--- config.mk ---
export PLATFORM = sky130hd
export DESIGN_NAME = pcm_config_regs
export DESIGN_NICKNAME = d
export VERILOG_FILES = /design/src/pcm_config_regs.v /design/src/pcm_wake_cfg.v
export VERILOG_INCLUDE_DIRS = /design/src
export SDC_FILE = /design/constraint.sdc
export NUM_CORES = 1
export LEC_CHECK = 0
export BUFFER_PORTS_ARGS = -buffer_cell sky130_fd_sc_hd__buf_2
export CORE_MARGIN = 2
export CORE_UTILIZATION = 25
export CTS_CLUSTER_SIZE = 10
export DETAILED_ROUTE_END_ITERATION = 6
export SYNTH_ARGS = -nofsm -noshare
export SYNTH_HDL_FRONTEND = slang
export SYNTH_SLANG_ARGS = --single-unit
--- constraint.sdc ---
create_clock -name clock -period 1.4 [get_ports clock]
set_clock_uncertainty 0.2 [all_clocks]
set_input_delay 0.28 -clock clock [delete_from_list [all_inputs] [get_ports clock]]
set_output_delay 0.28 -clock clock [all_outputs]
set_load 0.005 [all_outputs]
--- src/pcm_consts.vh ---
`ifndef PCM_CONSTS_VH
`define PCM_CONSTS_VH

// configuration space byte offsets
`define PCM_OFS_SCRATCH       8'h40
`define PCM_OFS_SIGNATURE     8'h80
`define PCM_OFS_PM_CAP        8'hc0

// configuration address and data widths
`define PCM_ADDR_W            8
`define PCM_DATA_W            32
`define PCM_LANES             4

// driver scratch field position and reset value
`define PCM_SCR_HI            15
`define PCM_SCR_LO            8
`define PCM_SCR_LANE          1
`define PCM_SCR_RESET         8'h00

// power management capability fields
`define PCM_PM_D3COLD         31
`define PCM_PM_WAKE_HI        30
`define PCM_PM_WAKE_LO        27
`define PCM_PM_WAKE_ALL       4'hf
`define PCM_PM_D2S            26
`define PCM_PM_D1S            25
`define PCM_PM_AUX_HI         24
`define PCM_PM_AUX_LO         22
`define PCM_PM_AUX_WAKE       3'h7
`define PCM_PM_AUX_NONE       3'h0
`define PCM_PM_DSI            21
`define PCM_PM_PMECLK         19
`define PCM_PM_VER_HI         18
`define PCM_PM_VER_LO         16
`define PCM_PM_VER_VAL        3'h2
`define PCM_PM_NEXT_HI        15
`define PCM_PM_NEXT_LO        8
`define PCM_PM_NEXT_VAL       8'h00
`define PCM_PM_CAPID_HI       7
`define PCM_PM_CAPID_LO       0
`define PCM_PM_CAPID_VAL      8'h01

// upper half of serial configuration control, reloaded from eeprom
`define PCM_SCFG_W            16
`define PCM_SCFG_RESET        16'h0000
`define PCM_SCFG_D3COLD_SUPPORT_CONFIG_BIT         15

// access state codes, one-hot
`define PCM_ST_IDLE           2'b01
`define PCM_ST_ANSWER         2'b10

`endif

--- src/pcm_config_regs.v ---
`timescale 1ns/1ps
`include "pcm_consts.vh"

// Overview of operation
// - An eight-bit driver scratch field in bits 15..8 is read/write, resets to zero and survives software reset.
// - The signature register returns the device code in its upper half and the vendor code in its lower half.
// - Wake-up support flags for D3hot, D2, D1 and D0 in bits 30..27 read one; D3cold wake support in bit 31 reads the D3cold wake flag.
// - At hardware reset the aux-power detect level is sampled; low clears the D3cold wake flag, high sets it only if the recalled D3cold config bit is set.
// - The upper half of the serial configuration control register is reloaded from eeprom at reset, including the D3cold config bit.
// - D2 and D1 state support flags in bits 26 and 25 read one.
// - The aux current field in bits 24..22 reads all ones when the D3cold wake flag is set and all zeros otherwise.
// - The device-specific-initialisation flag at bit 21 reads zero.
module pcm_config_regs #(
   parameter [15:0] DEVICE_CODE = 16'h5a01,   // arbitrary value
   parameter [15:0] VENDOR_CODE = 16'h1e5f    // arbitrary value
) (
   input  wire                    clock,
   input  wire                    rst_n,
   input  wire                    aux_power_detect,
   input  wire                    ee_load_valid,
   input  wire [`PCM_SCFG_W-1:0]  ee_load_data,
   input  wire                    cfg_req,
   input  wire                    cfg_write,
   input  wire [`PCM_ADDR_W-1:0]  cfg_addr,
   input  wire [`PCM_LANES-1:0]   cfg_be,
   input  wire [`PCM_DATA_W-1:0]  cfg_wdata,
   output reg  [`PCM_DATA_W-1:0]  cfg_rdata_q,
   output reg                     cfg_ack_q,
   output reg                     cfg_retry_q,
   output wire                    wake_from_d3cold_flag_q,
   output wire                    ee_load_done_q,
   output wire [`PCM_SCFG_W-1:0]  serial_config_control_reg_q
);

   ////////////////////////////////////////////////////////////////////////////////
   // reset-time wake configuration

   pcm_wake_cfg u_wake_cfg (
      .clock                       (clock),
      .rst_n                       (rst_n),
      .aux_power_detect            (aux_power_detect),
      .ee_load_valid               (ee_load_valid),
      .ee_load_data                (ee_load_data),
      .serial_config_control_reg_q (serial_config_control_reg_q),
      .wake_from_d3cold_flag_q     (wake_from_d3cold_flag_q),
      .load_done_q                 (ee_load_done_q)
   );

   ////////////////////////////////////////////////////////////////////////////////
   // declarations

   reg  [1:0]                 state_q;
   reg  [1:0]                 state_d;
   reg  [`PCM_SCR_HI-`PCM_SCR_LO:0] driver_scratch_q;
   reg  [`PCM_SCR_HI-`PCM_SCR_LO:0] driver_scratch_d;
   reg  [`PCM_DATA_W-1:0]     read_word;
   reg  [`PCM_DATA_W-1:0]     pm_cap_word;
   wire [`PCM_DATA_W-1:0]     read_lanes;
   wire                       take;
   wire                       not_ready;
   wire                       hit_scratch;

   ////////////////////////////////////////////////////////////////////////////////
   // access decode

   // until the eeprom recall lands, the capability word is not yet valid,
   // so accesses are told to retry rather than read a stale wake flag
   assign not_ready   = ~ee_load_done_q;
   assign take        = cfg_req && (state_q == `PCM_ST_IDLE);
   assign hit_scratch = (cfg_addr == `PCM_OFS_SCRATCH);

   ////////////////////////////////////////////////////////////////////////////////
   // power management capability word

   always @* begin
      pm_cap_word = {`PCM_DATA_W{1'b0}};
      pm_cap_word[`PCM_PM_D3COLD] = wake_from_d3cold_flag_q;
      pm_cap_word[`PCM_PM_WAKE_HI:`PCM_PM_WAKE_LO] = `PCM_PM_WAKE_ALL;
      pm_cap_word[`PCM_PM_D2S] = 1'b1;
      pm_cap_word[`PCM_PM_D1S] = 1'b1;
      if (wake_from_d3cold_flag_q) begin
         pm_cap_word[`PCM_PM_AUX_HI:`PCM_PM_AUX_LO] = `PCM_PM_AUX_WAKE;
      end else begin
         pm_cap_word[`PCM_PM_AUX_HI:`PCM_PM_AUX_LO] = `PCM_PM_AUX_NONE;
      end
      pm_cap_word[`PCM_PM_DSI] = 1'b0;
      pm_cap_word[`PCM_PM_PMECLK] = 1'b0;
      pm_cap_word[`PCM_PM_VER_HI:`PCM_PM_VER_LO] = `PCM_PM_VER_VAL;
      pm_cap_word[`PCM_PM_NEXT_HI:`PCM_PM_NEXT_LO] = `PCM_PM_NEXT_VAL;
      pm_cap_word[`PCM_PM_CAPID_HI:`PCM_PM_CAPID_LO] = `PCM_PM_CAPID_VAL;
   end

   ////////////////////////////////////////////////////////////////////////////////
   // read multiplexer

   always @* begin
      read_word = {`PCM_DATA_W{1'b0}};
      case (cfg_addr)
         `PCM_OFS_SCRATCH: begin
            read_word[`PCM_SCR_HI:`PCM_SCR_LO] = driver_scratch_q;
         end
         `PCM_OFS_SIGNATURE: begin
            read_word = {DEVICE_CODE, VENDOR_CODE};
         end
         `PCM_OFS_PM_CAP: begin
            read_word = pm_cap_word;
         end
         default: begin
            read_word = {`PCM_DATA_W{1'b0}};
         end
      endcase
   end

   // disabled byte lanes return zero so a narrow read never shows other fields
   genvar lane;
   generate
      for (lane = 0; lane < `PCM_LANES; lane = lane + 1) begin : g_lane
         assign read_lanes[lane*8 +: 8] = cfg_be[lane] ? read_word[lane*8 +: 8] : 8'h00;
      end
   endgenerate

   ////////////////////////////////////////////////////////////////////////////////
   // scratch write; only the scratch lane is writable, everything else drops

   always @* begin
      driver_scratch_d = driver_scratch_q;
      if (take && !not_ready && cfg_write && hit_scratch && cfg_be[`PCM_SCR_LANE]) begin
         driver_scratch_d = cfg_wdata[`PCM_SCR_HI:`PCM_SCR_LO];
      end
   end

   ////////////////////////////////////////////////////////////////////////////////
   // access state machine

   always @* begin
      state_d = state_q;
      case (state_q)
         `PCM_ST_IDLE: begin
            if (take) begin
               state_d = `PCM_ST_ANSWER;
            end
         end
         `PCM_ST_ANSWER: begin
            state_d = `PCM_ST_IDLE;
         end
         default: begin
            state_d = `PCM_ST_IDLE;
         end
      endcase
   end

   ////////////////////////////////////////////////////////////////////////////////
   // registers; only the hardware reset reaches the scratch field, so a
   // software reset elsewhere in the chip leaves driver storage intact

   always @(posedge clock) begin
      if (!rst_n) begin
         state_q          <= `PCM_ST_IDLE;
         driver_scratch_q <= `PCM_SCR_RESET;
         cfg_rdata_q      <= {`PCM_DATA_W{1'b0}};
         cfg_ack_q        <= 1'b0;
         cfg_retry_q      <= 1'b0;
      end else begin
         state_q          <= state_d;
         driver_scratch_q <= driver_scratch_d;
         cfg_ack_q        <= take && !not_ready;
         cfg_retry_q      <= take && not_ready;
         if (take && !not_ready && !cfg_write) begin
            cfg_rdata_q <= read_lanes;
         end else begin
            cfg_rdata_q <= {`PCM_DATA_W{1'b0}};
         end
      end
   end

endmodule // pcm_config_regs

--- src/pcm_wake_cfg.v ---
`timescale 1ns/1ps
`include "pcm_consts.vh"

module pcm_wake_cfg (
   input  wire                    clock,
   input  wire                    rst_n,
   input  wire                    aux_power_detect,
   input  wire                    ee_load_valid,
   input  wire [`PCM_SCFG_W-1:0]  ee_load_data,
   output reg  [`PCM_SCFG_W-1:0]  serial_config_control_reg_q,
   output reg                     wake_from_d3cold_flag_q,
   output reg                     load_done_q
);

   reg                    aux_seen_q;

   // aux level is caught by the clocked reset branch; reset is synchronous
   always @(posedge clock) begin
      if (!rst_n) begin
         aux_seen_q                  <= aux_power_detect;
         serial_config_control_reg_q <= `PCM_SCFG_RESET;
         wake_from_d3cold_flag_q     <= 1'b0;
         load_done_q                 <= 1'b0;
      end else if (ee_load_valid && !load_done_q) begin
         // only the first recall after a hardware reset counts
         serial_config_control_reg_q <= ee_load_data;
         wake_from_d3cold_flag_q     <= aux_seen_q & ee_load_data[`PCM_SCFG_D3COLD_SUPPORT_CONFIG_BIT];
         load_done_q                 <= 1'b1;
      end
   end

endmodule // pcm_wake_cfg

==> flow_summary_export.csv <==
group,metric,value,unit
place,hpwl,3290,microns
cells_and_area,diodes,0,
synth,avgSynthCellArea,8.93,sq um
route,vias_per_cell,3.97,
synth,synth-seq-area-share,0.535,
sta,rsz0062_at_grt,"true",
die,dieArea,7800,sq um
sta,maxSlewViolCount,0,
clocking,path_clk_slew,0.09,ns
critical_path,required,0.92,ns
sta,fmax,721,MHz
route,ant_nets,0,
sta,setup-violations-final,0,
synth,yosys_most_used_dff,"dfxtp_1",
global_route,grt_pass1_wl,6560,microns
route,drt_first_pass_iters,3,
cells_and_area,drive_gt1_frac,0.411,
critical_path,arrival,0.91,ns
die,initial_core_util,0.260,
synth,async_reset_ff_frac,0,
sta,hold_viol,0,
sta,setup_tns,0,ns
sta,holdWs,0.0108,ns
critical_path,r2r_cells,4,
route,wl_per_cell,10.5,microns
global_route,grt_max_degree,17,
critical_path,critPathLaunch,"u_wake_cfg.load_done_q",
pwr,ir_drop,0.000460,V
clocking,cts_max_level,2,
pwr,total_power,2.69,mW
hold_path,hold_start,"ee_load_data[6]",
global_route,overflow,0,
sta,period_needed,1.39,ns
cells_and_area,fin_nets,362,
synth,synth_cell_types,26,
die,fp.coreArea,6830,sq um
synth,synth-edff-count,1,
synth,synth_seq_cells,47,
route,wl,4110,microns
critical_path,critPathCapture,"ee_load_done_q",
global_route,grtUsageTotal,0.108,
route,vias,1559,
critical_path,endpoint_kind,"output port",
die,die_h,88.3,microns
global_route,antenna_found_initial,0,
run_status,status,"completed",
critical_path,r2r-end,"driver_scratch_q[1]",
clocking,cts_buffers,5,
clocking,cts_tree,"done",
critical_path,start_kind,"register",
critical_path,path_class,"register to output port",
critical_path,critPathMaxFanout,6,
die,num_rows,30,
route,drc_errors,0,
pwr,p_per_area,1070,nW/um^2
clocking,clk_path_buf_depth,2,
clocking,cts.sinks,47,
die,die_x,88.3,microns
clocking,cts_root_buffer,"clkbuf_8",
clocking,clk_latency,0.29,ns
place,place_congestion,0.732,
critical_path,crit-reg2reg-launch,"state_q[0]",
synth,ys_warn_count,0,
pwr,p_leak,1.21,nW
run,maxCapViolCount,0,
hold_path,min_path_type,"input port to register",
synth,synth_area,1780,sq um
global_route,grt_pass1_vias,1472,
synth,netlist_instances,199,
cells_and_area,syn2layout_area_growth,42.1,%
sta,period_share,0.991,
critical_path,regToRegSetupSlack,0.02,ns
die,io_pins,118,
place,port_buffers,87,
route,drt_iter0_drc,20,
[stage by stage]
step           cells  instance area, sq um  utilization  setup slack [ns]
4_1_cts          392                  2490        0.365          -0.00712
2_1_floorplan    204                  1800            -          -0.00813
3_3_place_gp     381                  2330        0.342            -0.208
5_1_grt          393                  2530        0.370           -0.0810
6_report         393                  2530        0.370            0.0124
3_5_place_dp     381                  2330        0.342            -0.233
[kinds of logic (layout without fill, tap and decap cells)]
| kind of cell | after synthesis | after routing | share of synthesized area |
|---|---|---|---|
| flip-flops | 47 | 47 | 0.535 |
| multiplexers | 8 | 8 | 0.0450 |
| AO/OA/AOI/OAI | 21 | 21 | 0.0591 |
| AND/OR/NAND/NOR | 88 | 88 | 0.244 |
| buffers and inverters | 34 | 127 | 0.115 |
| other | 1 | 6 | 0.00211 |
[synthesized netlist by cell type, types with 2 or more instances]
cell	count	area, sq um
nand2b_1	2	12.5
nor3_1	10	50.1
nor2_1	6	22.5
a21oi_1	21	105
nand2_1	56	210
buf_2	4	20.0
dfxtp_1	46	921
nor2b_1	2	12.5
and4b_1	2	20.0
nand3_1	2	10.0
and3b_1	2	17.5
buf_4	17	128
inv_1	9	33.8
mux2i_1	8	80.1
[cells in the final DEF (no fill, tap or decap), types with 2 or more instances in the layout]
master	instances
buf_2	87
clkbuf_8	6
a21oi_1	21
nand3_1	2
nor3_1	10
dlygate4sd3_1	4
nand2_1	56
inv_1	8
buf_4	14
dfxtp_1	44
and4b_1	2
mux2i_1	8
dfxtp_2	2
conb_1	6
buf_6	3
and3b_1	2
nor2_1	6
[report_power, final]
| group | total (mW) | switching [mW] | internal [mW] |
|---|---|---|---|
| registers | 1.40 | 0.0178 | 1.38 |
| logic | 0.277 | 0.134 | 0.143 |
| clock network | 1.02 | 0.441 | 0.578 |
[registers in the layout (all words and copies together), names as in the netlist]
| name | flops |
|---|---|
| cfg_rdata_q | 16 |
| u_wake_cfg.serial_config_control_reg_q | 16 |
| driver_scratch_q | 8 |
| state_q | 2 |
| cfg_ack_q | 1 |
| cfg_retry_q | 1 |
| u_wake_cfg.aux_seen_q | 1 |
| u_wake_cfg.load_done_q | 1 |
| u_wake_cfg.wake_from_d3cold_flag_q | 1 |
[worst min-delay path by stage]
| stage | end | slack, ns | cells past startpoint |
|---|---|---|---|
| floorplan | cfg_rdata_q[4] | 0.16 | 1 |
| global placement | cfg_rdata_q[8] | 0.23 | 2 |
| detailed placement | cfg_rdata_q[13] | 0.24 | 2 |
| CTS | u_wake_cfg.serial_config_control_reg_q[6] | 0.0009 | 3 |
| global route | u_wake_cfg.serial_config_control_reg_q[6] | 0.003 | 3 |
| finish | u_wake_cfg.serial_config_control_reg_q[6] | 0.01 | 3 |
[worst max-delay path, cell delays in order, from the launching register on]
cell and delay, ns:
dfxtp_2 0.34, buf_4 0.15, buf_2 0.12
[cell type report]
| cell class | count | area [sq um] |
|---|---|---|
| clock inverter | 2 | 35.0 |
| multi-input combinational | 123 | 663 |
| sequential | 47 | 953 |
| timing repair buffer | 109 | 634 |
| fill | 737 | 4310 |
| inverter | 10 | 37.5 |
| tap | 96 | 120 |
| clock buffer | 6 | 82.6 |
[metal layers]
layer | vias up | wire length (microns) | GRT usage
li1 | 812 | - | -
met1 | 685 | 1820 | 0.131
met2 | 57 | 1960 | 0.180
met3 | 5 | 306 | 0.0354
met4 | 0 | 25 | 0.0372
met5 | - | 0 | 0
[what timing repair did]
item | CTS | global route
hold buffers | 3 | 1
pin swaps | 1 | 0
endpoints found under the hold margin | 3 | 1
resized for setup | 5 | 5
setup buffers | 0 | 0
setup endpoints to repair | 10 | 25
No activity file was read; power rests on OpenSTA's default activity.
